File: src/gdfp_map.vh
// constants for the gate driver fault protection block
// included by gdfp_top.v, gdfp_stretch.v does not include it
`ifndef GDFP_MAP_VH
`define GDFP_MAP_VH
`define GDFP_CLK_HZ 10000000
`define GDFP_STRETCH_US 64
`define GDFP_STRETCH_CYC ((`GDFP_STRETCH_US * `GDFP_CLK_HZ) / 1000000)
`define GDFP_EN_LOW_US 10
`define GDFP_EN_LOW_CYC ((`GDFP_EN_LOW_US * `GDFP_CLK_HZ) / 1000000)
`define GDFP_DT_MIN_NS 50
`define GDFP_DT_MAX_NS 500
`define GDFP_DT_MIN_CYC ((`GDFP_DT_MIN_NS * (`GDFP_CLK_HZ / 1000000) + 999) / 1000)
`define GDFP_DT_MAX_CYC ((`GDFP_DT_MAX_NS * (`GDFP_CLK_HZ / 1000000)) / 1000)
`define GDFP_ADDR_STATUS1 2'h0
`define GDFP_ADDR_STATUS2 2'h1
`define GDFP_ADDR_CTRL1 2'h2
`define GDFP_ADDR_CTRL2 2'h3
`define GDFP_CTRL1_RESET 32'h00000000
`define GDFP_CTRL2_RESET 32'h00000000
`define GDFP_C1_RESET_BIT 2
`define GDFP_C1_OCM_LO 4
`define GDFP_C1_OCM_HI 5
`define GDFP_C2_WARN_LO 0
`define GDFP_C2_WARN_HI 1
`define GDFP_C2_DT_LO 4
`define GDFP_C2_DT_HI 7
`define GDFP_OCM_LIMIT 2'h0
`define GDFP_OCM_LATCH 2'h1
`define GDFP_OCM_REPORT 2'h2
`define GDFP_OCM_OFF 2'h3
`define GDFP_WARN_BOTH 2'h0
`define GDFP_WARN_OT 2'h1
`define GDFP_WARN_OC 2'h2
`define GDFP_DEVICE_ID 4'h0
`endif

File: src/gdfp_stretch.v
// retriggerable pulse stretcher, output high for LEN cycles after last trigger
// assumes trigger and clear from logic on the same clock
`timescale 1ns/1ps
module gdfp_stretch #(
  parameter LEN = 640
) (
  // clock and reset
  input wire clk,
  input wire nrst,
  // control
  input wire trig,
  input wire cut,
  output wire active
);
  reg [15:0] cnt_reg;
  assign active = (cnt_reg != 16'h0000);
  always @(posedge clk) begin
    if (!nrst) begin
      cnt_reg <= 16'h0000;
    end else if (trig) begin
      cnt_reg <= LEN[15:0];
    end else if (cut) begin
      cnt_reg <= 16'h0000;
    end else if (active) begin
      cnt_reg <= cnt_reg - 16'h0001;
    end
  end
endmodule

File: src/gdfp_top.v
// fault protection, enable sequencing and dead time for a 3-phase pre-driver
// assumes analog comparators and enable pin are asynchronous, Avalon-MM master on clk
//
// The Avalon-MM slave port and the placing of the registers are this design's own decisions.
`timescale 1ns/1ps
`include "gdfp_map.vh"
module gdfp_top #(
  parameter STRETCH_CYC = `GDFP_STRETCH_CYC,
  parameter EN_LOW_CYC = `GDFP_EN_LOW_CYC
) (
  // clock and reset
  input wire clk,
  input wire nrst,
  // avalon-mm slave
  input wire [1:0] avs_address,
  input wire avs_read,
  input wire avs_write,
  input wire [31:0] avs_writedata,
  output wire [31:0] avs_readdata,
  output wire avs_waitrequest,
  // enable pin and analog monitors, asynchronous
  input wire en_gate_pin,
  input wire power_rail_undervoltage,
  input wire drive_supply_undervoltage,
  input wire drive_supply_overvoltage,
  input wire logic_supply_undervoltage,
  input wire thermal_warning,
  input wire thermal_shutdown_driver,
  input wire [5:0] oc_detect,
  // pwm inputs, same clock, {ha,la,hb,lb,hc,lc}
  input wire [5:0] pwm_in,
  // gate outputs
  output wire [5:0] gate_out,
  // block enables
  output wire charge_pump_en,
  output wire regulator_en,
  // open-drain fault, enable low while driving low
  output wire fault_out_o,
  output wire fault_out_oe_n,
  // warning pin, active low, open-drain
  output wire warning_out_pin_o,
  output wire warning_out_pin_oe_n
);
  // two-flop synchronisers
  reg [13:0] sync1_reg;
  reg [13:0] sync2_reg;
  wire [13:0] async_in = {oc_detect, en_gate_pin, power_rail_undervoltage,
    drive_supply_undervoltage, drive_supply_overvoltage, logic_supply_undervoltage,
    thermal_warning, thermal_shutdown_driver, 1'b0};
  always @(posedge clk) begin
    if (!nrst) begin
      sync1_reg <= 14'h0000;
      sync2_reg <= 14'h0000;
    end else begin
      sync1_reg <= async_in;
      sync2_reg <= sync1_reg;
    end
  end
  wire [5:0] oc_s = sync2_reg[13:8];
  wire en_s = sync2_reg[7];
  wire prail_uv = sync2_reg[6];
  wire dsup_uv = sync2_reg[5];
  wire dsup_ov = sync2_reg[4];
  wire lsup_uv = sync2_reg[3];
  wire ot_warn = sync2_reg[2];
  wire ot_sd = sync2_reg[1];

  // registers
  reg [31:0] ctrl1_reg;
  reg [31:0] ctrl2_reg;
  reg [10:0] stat1_reg;
  reg stat2_ov_reg;
  reg [31:0] rdata_reg;
  reg rd_done_reg;
  wire [1:0] ocm = ctrl1_reg[`GDFP_C1_OCM_HI:`GDFP_C1_OCM_LO];
  wire [1:0] warn_sel = ctrl2_reg[`GDFP_C2_WARN_HI:`GDFP_C2_WARN_LO];
  wire [3:0] dt_set = ctrl2_reg[`GDFP_C2_DT_HI:`GDFP_C2_DT_LO];
  wire wr_ctrl1 = avs_write && (avs_address == `GDFP_ADDR_CTRL1);
  // avalon reset command, self-clearing pulse
  wire cmd_reset = wr_ctrl1 && avs_writedata[`GDFP_C1_RESET_BIT];

  // enable sequencing
  reg en_d_reg;
  reg [15:0] low_cnt_reg;
  reg long_low_reg;
  reg gate_en_reg;
  reg lsup_uv_d_reg;
  reg ov_latch_reg;
  reg otsd_latch_reg;
  wire en_rise = en_s && !en_d_reg;
  wire en_fall = !en_s && en_d_reg;
  always @(posedge clk) begin
    if (!nrst) begin
      en_d_reg <= 1'b0;
      low_cnt_reg <= 16'h0000;
      long_low_reg <= 1'b1;
      gate_en_reg <= 1'b0;
      lsup_uv_d_reg <= 1'b0;
    end else begin
      en_d_reg <= en_s;
      lsup_uv_d_reg <= lsup_uv;
      gate_en_reg <= en_s;
      if (en_s) begin
        low_cnt_reg <= 16'h0000;
        long_low_reg <= 1'b0;
      end else if (low_cnt_reg >= EN_LOW_CYC[15:0]) begin
        long_low_reg <= 1'b1;
      end else begin
        low_cnt_reg <= low_cnt_reg + 16'h0001;
      end
    end
  end
  // pulses shorter than the limit keep pump and regulator running
  assign charge_pump_en = !long_low_reg && !ov_latch_reg && !otsd_latch_reg;
  assign regulator_en = !long_low_reg;
  wire en_rise_long = en_rise && long_low_reg;
  wire lsup_recover = lsup_uv_d_reg && !lsup_uv;
  wire drv_clear = en_rise || cmd_reset;
  wire stat_clear = drv_clear || lsup_recover;

  // latched faults
  reg [2:0] phase_latch_reg;
  wire [2:0] phase_oc = {oc_s[5] | oc_s[4], oc_s[3] | oc_s[2], oc_s[1] | oc_s[0]};
  wire oc_on = (ocm != `GDFP_OCM_OFF);
  always @(posedge clk) begin
    if (!nrst) begin
      ov_latch_reg <= 1'b0;
      otsd_latch_reg <= 1'b0;
      phase_latch_reg <= 3'h0;
    end else begin
      // set wins over clear, present faults persist
      if (dsup_ov) begin
        ov_latch_reg <= 1'b1;
      end else if (en_rise_long) begin
        ov_latch_reg <= 1'b0;
      end
      if (ot_sd) begin
        otsd_latch_reg <= 1'b1;
      end else if (drv_clear) begin
        otsd_latch_reg <= 1'b0;
      end
      if (ocm == `GDFP_OCM_LATCH) begin
        phase_latch_reg <= (drv_clear ? 3'h0 : phase_latch_reg) | phase_oc;
      end else if (drv_clear) begin
        phase_latch_reg <= 3'h0;
      end
    end
  end

  // current limit: detecting fet off until its pwm toggles low
  reg [5:0] lim_off_reg;
  reg [5:0] pwm_d_reg;
  wire lim_mode = (ocm == `GDFP_OCM_LIMIT);
  always @(posedge clk) begin
    if (!nrst) begin
      lim_off_reg <= 6'h00;
      pwm_d_reg <= 6'h00;
    end else begin
      pwm_d_reg <= pwm_in;
      lim_off_reg <= lim_mode ? ((lim_off_reg & pwm_in) | (oc_s & pwm_in)) : 6'h00;
    end
  end

  // shutdown and gate gating
  wire uv_any = prail_uv || dsup_uv || lsup_uv;
  wire shutdown = uv_any || ov_latch_reg || otsd_latch_reg || !gate_en_reg;
  wire [5:0] phase_kill = {{2{phase_latch_reg[2]}}, {2{phase_latch_reg[1]}},
    {2{phase_latch_reg[0]}}};
  // report-only and disabled modes never touch pwm
  wire [5:0] pwm_ok = shutdown ? 6'h00 : (pwm_in & ~phase_kill & ~lim_off_reg);
  reg [31:0] dt_ns;
  reg [31:0] dt_full;
  reg [7:0] dt_cyc;
  always @* begin
    dt_ns = `GDFP_DT_MIN_NS + ((`GDFP_DT_MAX_NS - `GDFP_DT_MIN_NS) * dt_set) / 15;
    dt_full = ((dt_ns * (`GDFP_CLK_HZ / 1000000)) + 999) / 1000;
    dt_cyc = dt_full[7:0];
  end
  reg [5:0] gate_reg;
  reg [7:0] dt_cnt_reg [0:2];
  integer p;
  always @(posedge clk) begin
    if (!nrst) begin
      gate_reg <= 6'h00;
      for (p = 0; p < 3; p = p + 1) begin
        dt_cnt_reg[p] <= 8'h00;
      end
    end else begin
      for (p = 0; p < 3; p = p + 1) begin
        if (pwm_ok[2*p+1] && pwm_ok[2*p]) begin
          gate_reg[2*p+1] <= 1'b0;
          gate_reg[2*p] <= 1'b0;
        end else if ((pwm_ok[2*p+1] && !gate_reg[2*p+1]) || (pwm_ok[2*p] && !gate_reg[2*p])) begin
          gate_reg[2*p+1] <= 1'b0;
          gate_reg[2*p] <= 1'b0;
          if (gate_reg[2*p+1] || gate_reg[2*p]) begin
            dt_cnt_reg[p] <= dt_cyc;
          end else if (dt_cnt_reg[p] > 8'h01) begin
            dt_cnt_reg[p] <= dt_cnt_reg[p] - 8'h01;
          end else begin
            gate_reg[2*p+1] <= pwm_ok[2*p+1];
            gate_reg[2*p] <= pwm_ok[2*p];
            dt_cnt_reg[p] <= dt_cyc;
          end
        end else begin
          gate_reg[2*p+1] <= pwm_ok[2*p+1];
          gate_reg[2*p] <= pwm_ok[2*p];
          dt_cnt_reg[p] <= dt_cyc;
        end
      end
    end
  end
  assign gate_out = gate_reg;

  // warning pin stretch
  wire oc_rep = oc_on && (|oc_s);
  wire lim_cut = lim_mode && ((pwm_d_reg & ~pwm_in) != 6'h00) && !oc_rep;
  wire oc_hold;
  gdfp_stretch #(
    .LEN(STRETCH_CYC)
  ) u_stretch (
    .clk(clk),
    .nrst(nrst),
    .trig(oc_rep),
    .cut(lim_cut),
    .active(oc_hold)
  );
  wire warn_oc = (oc_hold || oc_rep) && (warn_sel != `GDFP_WARN_OT);
  wire warn_ot = (ot_warn || otsd_latch_reg) && (warn_sel != `GDFP_WARN_OC);
  reg warn_reg;
  reg fault_reg;
  always @(posedge clk) begin
    if (!nrst) begin
      warn_reg <= 1'b0;
      fault_reg <= 1'b1;
    end else begin
      warn_reg <= warn_oc || warn_ot;
      fault_reg <= uv_any || ov_latch_reg || otsd_latch_reg || (|phase_latch_reg)
        || !gate_en_reg;
    end
  end
  assign warning_out_pin_o = 1'b0;
  assign warning_out_pin_oe_n = !warn_reg;
  assign fault_out_o = 1'b0;
  assign fault_out_oe_n = !fault_reg;

  // status capture
  wire rd_s1 = avs_read && !rd_done_reg && (avs_address == `GDFP_ADDR_STATUS1);
  wire rd_s2 = avs_read && !rd_done_reg && (avs_address == `GDFP_ADDR_STATUS2);
  // logic supply dips never reach the status bits
  wire fault_stat = fault_reg && !lsup_uv && !lsup_uv_d_reg;
  wire [10:0] stat1_set = {fault_stat, dsup_uv, prail_uv, otsd_latch_reg, ot_warn,
    oc_on ? oc_s : 6'h00};
  always @(posedge clk) begin
    if (!nrst) begin
      stat1_reg <= 11'h000;
      stat2_ov_reg <= 1'b0;
    end else begin
      // set wins over read clear
      stat1_reg <= ((rd_s1 || stat_clear) ? 11'h000 : stat1_reg) | stat1_set;
      stat2_ov_reg <= ((rd_s2 || stat_clear) ? 1'b0 : stat2_ov_reg) | ov_latch_reg;
    end
  end

  // avalon slave, one wait state on read, writes at once
  always @(posedge clk) begin
    if (!nrst) begin
      ctrl1_reg <= `GDFP_CTRL1_RESET;
      ctrl2_reg <= `GDFP_CTRL2_RESET;
      rdata_reg <= 32'h00000000;
      rd_done_reg <= 1'b0;
    end else begin
      // registers survive thermal shutdown
      if (wr_ctrl1) begin
        ctrl1_reg <= {21'h000000, avs_writedata[10:3], 1'b0, avs_writedata[1:0]};
      end
      if (avs_write && (avs_address == `GDFP_ADDR_CTRL2)) begin
        ctrl2_reg <= {21'h000000, avs_writedata[10:0]};
      end
      rd_done_reg <= avs_read && !rd_done_reg;
      if (avs_read && !rd_done_reg) begin
        case (avs_address)
          `GDFP_ADDR_STATUS1: rdata_reg <= {21'h000000, stat1_reg};
          `GDFP_ADDR_STATUS2: rdata_reg <= {24'h000000, stat2_ov_reg, 3'h0, `GDFP_DEVICE_ID};
          `GDFP_ADDR_CTRL1: rdata_reg <= ctrl1_reg;
          `GDFP_ADDR_CTRL2: rdata_reg <= ctrl2_reg;
          default: rdata_reg <= 32'h00000000;
        endcase
      end
    end
  end
  assign avs_readdata = rdata_reg;
  assign avs_waitrequest = avs_read && !rd_done_reg;
endmodule

File: config.mk
export PLATFORM = sky130hd
export DESIGN_NAME = gdfp_top
export DESIGN_NICKNAME = d
export VERILOG_FILES = /design/src/gdfp_stretch.v /design/src/gdfp_top.v
export VERILOG_INCLUDE_DIRS = /design/src
export SDC_FILE = /design/constraint.sdc
export NUM_CORES = 1
export LEC_CHECK = 0
export ABC_CLOCK_PERIOD_IN_PS = 16600
export BUFFER_PORTS_ARGS = -buffer_cell sky130_fd_sc_hd__buf_2
export CAP_MARGIN = 0
export CELL_PAD_IN_SITES_DETAIL_PLACEMENT = 1
export CELL_PAD_IN_SITES_GLOBAL_PLACEMENT = 1
export CORE_UTILIZATION = 45
export DETAILED_ROUTE_END_ITERATION = 10
export PLACE_DENSITY = 0.88
export SYNTH_ARGS = -nofsm -noshare
export SYNTH_HDL_FRONTEND = slang
export SYNTH_SLANG_ARGS = --single-unit
File: constraint.sdc
create_clock -name clk -period 16.6 [get_ports clk]
set_input_delay 0.83 -clock clk [delete_from_list [all_inputs] [get_ports clk]]
set_output_delay 0.83 -clock clk [all_outputs]
set_load 0.1 [all_outputs]
* Yosys cells after proc, flatten, opt, wreduce, memory -nomap -nowiden *
Memories as Yosys holds them, arrays and structs flattened.
Cells that the tools add are included.

word-level totals
  register bits = 154
  bits in writable memories = 24
  input bits = 57
  output and inout bits = 45
  word-level logic and storage cells = 256
  memories kept = 1

memory list
  memory      words  bits a word  rd ports  clocked after memory_dff  write ports  RTL line        text
  dt_cnt_reg  3      8            3         0                         3            gdfp_top.v:180  reg [7:0] dt_cnt_reg [0:2];

cells by class
  add/sub/neg operators = 7
  $mul = 2
  divide/modulo/power cells = 2
  magnitude comparators = 4
  eq/ne operators = 7
  mux-type cells = 101
  bitwise operators = 28
  reduce and logical (&&, ||, !) cells = 79

operators by type and width
  operator                  number
  $pmux W32 S4              1
  $mux W8                   12
  $mux W1                   71
  $add A32 B10 Y32 const B  1
  $add A6 B32 Y32 const A   1
  $div A13 B4 Y32 const B   1
  $div A32 B10 Y32 const B  1
  $mul A32 B3 Y31 const B   1
  $and A6 B6 Y6             5
  $mux W10                  3
  $logic_and A1 B1 Y1       27
  $gt A8 B1 Y1 const B      3
  $sub A8 B1 Y8 const B     3
  $logic_or A1 B1 Y1        20
  $mux W2                   9
  $not A6 Y6                3
  $add A16 B1 Y16 const B   1
  $ge A16 B7 Y1 const B     1
  $logic_not A1 Y1          16
  $or A1 B1 Y1              16
  $reduce_bool A16 Y1       1
  $sub A16 B1 Y16 const B   1
  $mul A8 B4 Y12 const A    1
  $mux W6                   2
  18 further kinds          29

* Logic depth before layout (Yosys ltp) *
  depth after elaboration = 16
  gate-level depth with buffers = 68
  mapped depth without buffers = 60

* By module *
Synthesis repeated with hierarchy kept, for this count alone.

second synthesis, totals
  cells, all modules = 1378
  area total of the unflattened synthesis = 11274.6 um^2

by module, submodules not included
  module        instances  cells an instance  area an instance (um^2)  sequential area each (um^2)
  gdfp_top      1          1274               10376.2                  3022.9
  gdfp_stretch  1          104                898.4                    320.3

* Worst setup path before layout *
No wires, ideal clock.

  path kind = reg-to-reg
  start point = register ctrl2_reg[5]
  end point = memory dt_cnt_reg[1][0], data pin
  setup time = 0.266 ns
  arrival = 12.906 ns
  data required time = 16.334 ns
  slack = 3.428 ns
  stages on the path, launching flop included = 61
  path buffers = 4
  period minus slack after synthesis = 13.172 ns
  cells stage by stage = dfxtp_1 > inv_1 > fa_1 > inv_1 > ha_1 > fa_1 > inv_1 > a2111oi_1 > nor2_1 > nor2_1 > ha_1 > o311ai_2 > nor4_1 > mux2i_1 > mux2i_1 > ha_1 > inv_1 > nor2_1 > [... 25 more ...] > o21bai_1 > xor2_1 > nand4_1 > a21oi_2 > xor2_1 > o311ai_1 > a211oi_2 > o21ai_1 > a211o_1 > buf_6 > o21a_1 > a211oi_2 > a21oi_2 > and4_1 > o311ai_1 > nand4_1 > a31oi_1 > nor2_1

RTL lines
  what                      RTL line        text
  start: declaration        gdfp_top.v:70   reg [31:0] ctrl2_reg;
  start signal: assignment  gdfp_top.v:269  ctrl2_reg <= `GDFP_CTRL2_RESET;
  start signal: assignment  gdfp_top.v:278  ctrl2_reg <= {21'h000000, avs_writedata[10:0]};
  end: declaration          gdfp_top.v:180

==> flow_summary.toml <==
[cells_and_area]
largest_register_ffs = 24
final_nets = 1476
antenna_cells = 0
final_cells = 1698
fillerInstances = 2866
most-common-layout-cells = "nand2_1 (151), nor2_1 (132), dfxtp_1 (131)"
final_core_util_pct = 50.9
layout_commonest_cell = "nand2_1"
area_growth_pct = 10.3
final_layout_size_suffix_gt1_share_pct = 12.0

[logic_synthesis]
synth_top_cell_area_share_pct = 24.0
synth_edf_count = 24
syn_inst = 1334
async_flop_share_pct = 0
yosysWarnings = 0
ys_types = 105
syn_area_per_cell_um2 = 8.20
synthTopCellsByArea = "dfxtp_1 (24%), edfxtp_1 (6.6%), ha_1 (5.6%), nand2_1 (5.2%), nor2_1 (4.5%)"
yosys_most_used_dff = "dfxtp_1"
synthesis.area_um2 = 10900
yosysTopAreaCell = "dfxtp_1"
ys_seq_elements = 155
synth-seq-area-share_pct = 30.6

[pwr]
p_leak_nw = 4.91
pwr_density_cell_nw_per_um2 = 162
vdd_ir_drop_max_mv = 0.111

[placement]
gp_congestion = 0.898
dp_cells = 1666
portBuffers = 57
dp_hpwl_um = 23500

[cts]
clk_pin_slew_ns = 0.06
cts_resized = 0
cts_tree = "done"
post_cts_buffers = 0
clock_path_buffers = 2
cts_buffers = 17
hold_buffers = 0
clk_latency_ns = 0.44
cts_root_buffer = "clkbuf_16"
h-tree-depth = 4
cts.sinks = 155

[worst_hold_path]
worstHoldEndpoint = "sync2_reg[9]"
worstHoldStart = "sync1_reg[9]"
holdPathStages = 1
worstHoldPathType = "reg -> reg"

[routing]
wl_per_cell_um = 19.9
first_pass_iters = 5
num_vias = 10400
drcViolationCount = 0
antenna_left = 0
wl_um = 33900
drt_iter0_markers = 786
viasPerCell = 6.15

[setup_path]
max_stage_delay_ns = 0.76
r2r-start = "ctrl2_reg[7]"
endpoint_kind = "register"
timing.critical_path.mode_cell = "inv_1"
worstPathRequired_ns = 16.76
crit_fanout = 13
rr_worst_depth = 56
crit_type = "reg -> reg"
worst_r2r_endpoint = "dt_cnt_reg[0][0]"
cp-start-kind = "register"
critical_path.slowest_cell = "fa_1"
r2r_setup_slack_ns = 1.13
critPathArrivalTime_ns = 15.62

[global_routing]
grt_max_degree = 101
grt_pass1_vias = 10600
antenna_found_initial = 0
grt_pass1_wl_um = 54500
grt_usage_pct = 27.6
grt-ovfl-total = 0

[floorplanning]
die-area_um2 = 24900
ioPinCount = 102
core_um2 = 23700
fp-row-count = 56
die_y_um = 158
start_util_pct = 46.2
dieWidth_um = 158

[sta]
period_share_pct = 93.2
clock_skew_ns = 0.0161
slew_violations = 0
final.min_clock_period_ns = 15.47
worst_pin_slew_ns = 1.14
hold_viol = 0
tns_ns = 0
finalSetupViolCount = 0
rsz0062_at_grt = "false"
fmax_mhz = 64.6
max_slew_margin_pct = 24.0

[status]
status = "finished, final reports clean"

[job]
cap_viol_max_count = 0
## where the power goes
group / internal, W / total, W / switching (W)
Combinational: 0.000367 / 0.00109 / 0.000724
Clock: 0.000252 / 0.000419 / 0.000167
Sequential: 0.000417 / 0.000444 / 0.0000261
Total: 0.00104 / 0.00195 / 0.000918
## worst max path at each step
stage,start,end,slack [ns]
floorplan,ctrl2_reg[5],dt_cnt_reg[1][0],3.43
global placement,ctrl2_reg[7],dt_cnt_reg[1][0],1.18
detailed placement,ctrl2_reg[7],dt_cnt_reg[0][0],0.68
CTS,ctrl2_reg[5],dt_cnt_reg[0][0],0.51
global route,ctrl2_reg[5],dt_cnt_reg[0][0],0.07
finish,ctrl2_reg[7],dt_cnt_reg[0][0],1.13
## cells by family (layout without fill, tap and decap cells)
logic type                 count (synthesis)  after routing  share of synthesized area (%)
and+or+nand+nor                          564            564                           25.8
AOI/OAI and AO/OA                        343            343                           23.1
DFF                                      155            155                           30.6
buffers and inverters                    116            139                           5.22
xor gates and xnor gates                  73             73                           5.92
adders and majority gates                 54             54                           6.43
muxes                                     28             28                           2.90
other                                      1             23                         0.0343
## routing by layer
layer	routed length [um]	GRT usage, %	vias up
met5	0	0	-
met4	900	10.9	0
met3	1540	4.98	65
met2	17000	47.8	304
met1	14500	33.8	5199
li1	-	-	4872
## synth_stat cells, drive strengths merged (18+ instances only)
master,number
nor2,134
nor4,26
ha,49
xnor2,41
clkbuf,36
xor2,32
nor2b,24
edfxtp,24
buf,37
nand3,33
a211oi,23
dfxtp,131
a21oi,62
a21boi,30
o21ai,52
nand2,152
a22oi,18
and2,50
nor3,46
inv,42
## through the flow
step           total power, W  setup slack (ns)  hold WS (ns)  cell area (um^2)
2_1_floorplan         0.00128              3.43         0.412             11000
3_3_place_gp          0.00145              1.18         0.415             11300
3_5_place_dp          0.00149             0.678         0.427             11300
4_1_cts               0.00193             0.513         0.438             12000
5_1_grt               0.00207            0.0706         0.453             12100
6_report              0.00195              1.13         0.433             12100
## final cells by class
class,instances,area (um^2),share of cell area (%)
clock buffers,21,472,3.91
well taps,319,399,3.31
flip-flops and latches,155,3340,27.7
clock inverters,11,153,1.27
inverters,43,161,1.34
repair buffers,64,338,2.80
multi-input cells,1085,7190,59.6
## critical path, delay by kind of cell (launching register included)
family / cells / cell delay [ns]
AO/OA/AOI/OAI: 24 / 5.92
AND/OR/NAND/NOR: 13 / 3.48
adder cells (fa/ha/maj): 7 / 2.95
XOR/XNOR: 3 / 0.92
flip-flops: 1 / 0.66
buffers and inverters: 6 / 0.61
multiplexers: 3 / 0.60
Power figures use the tool's default switching activity.
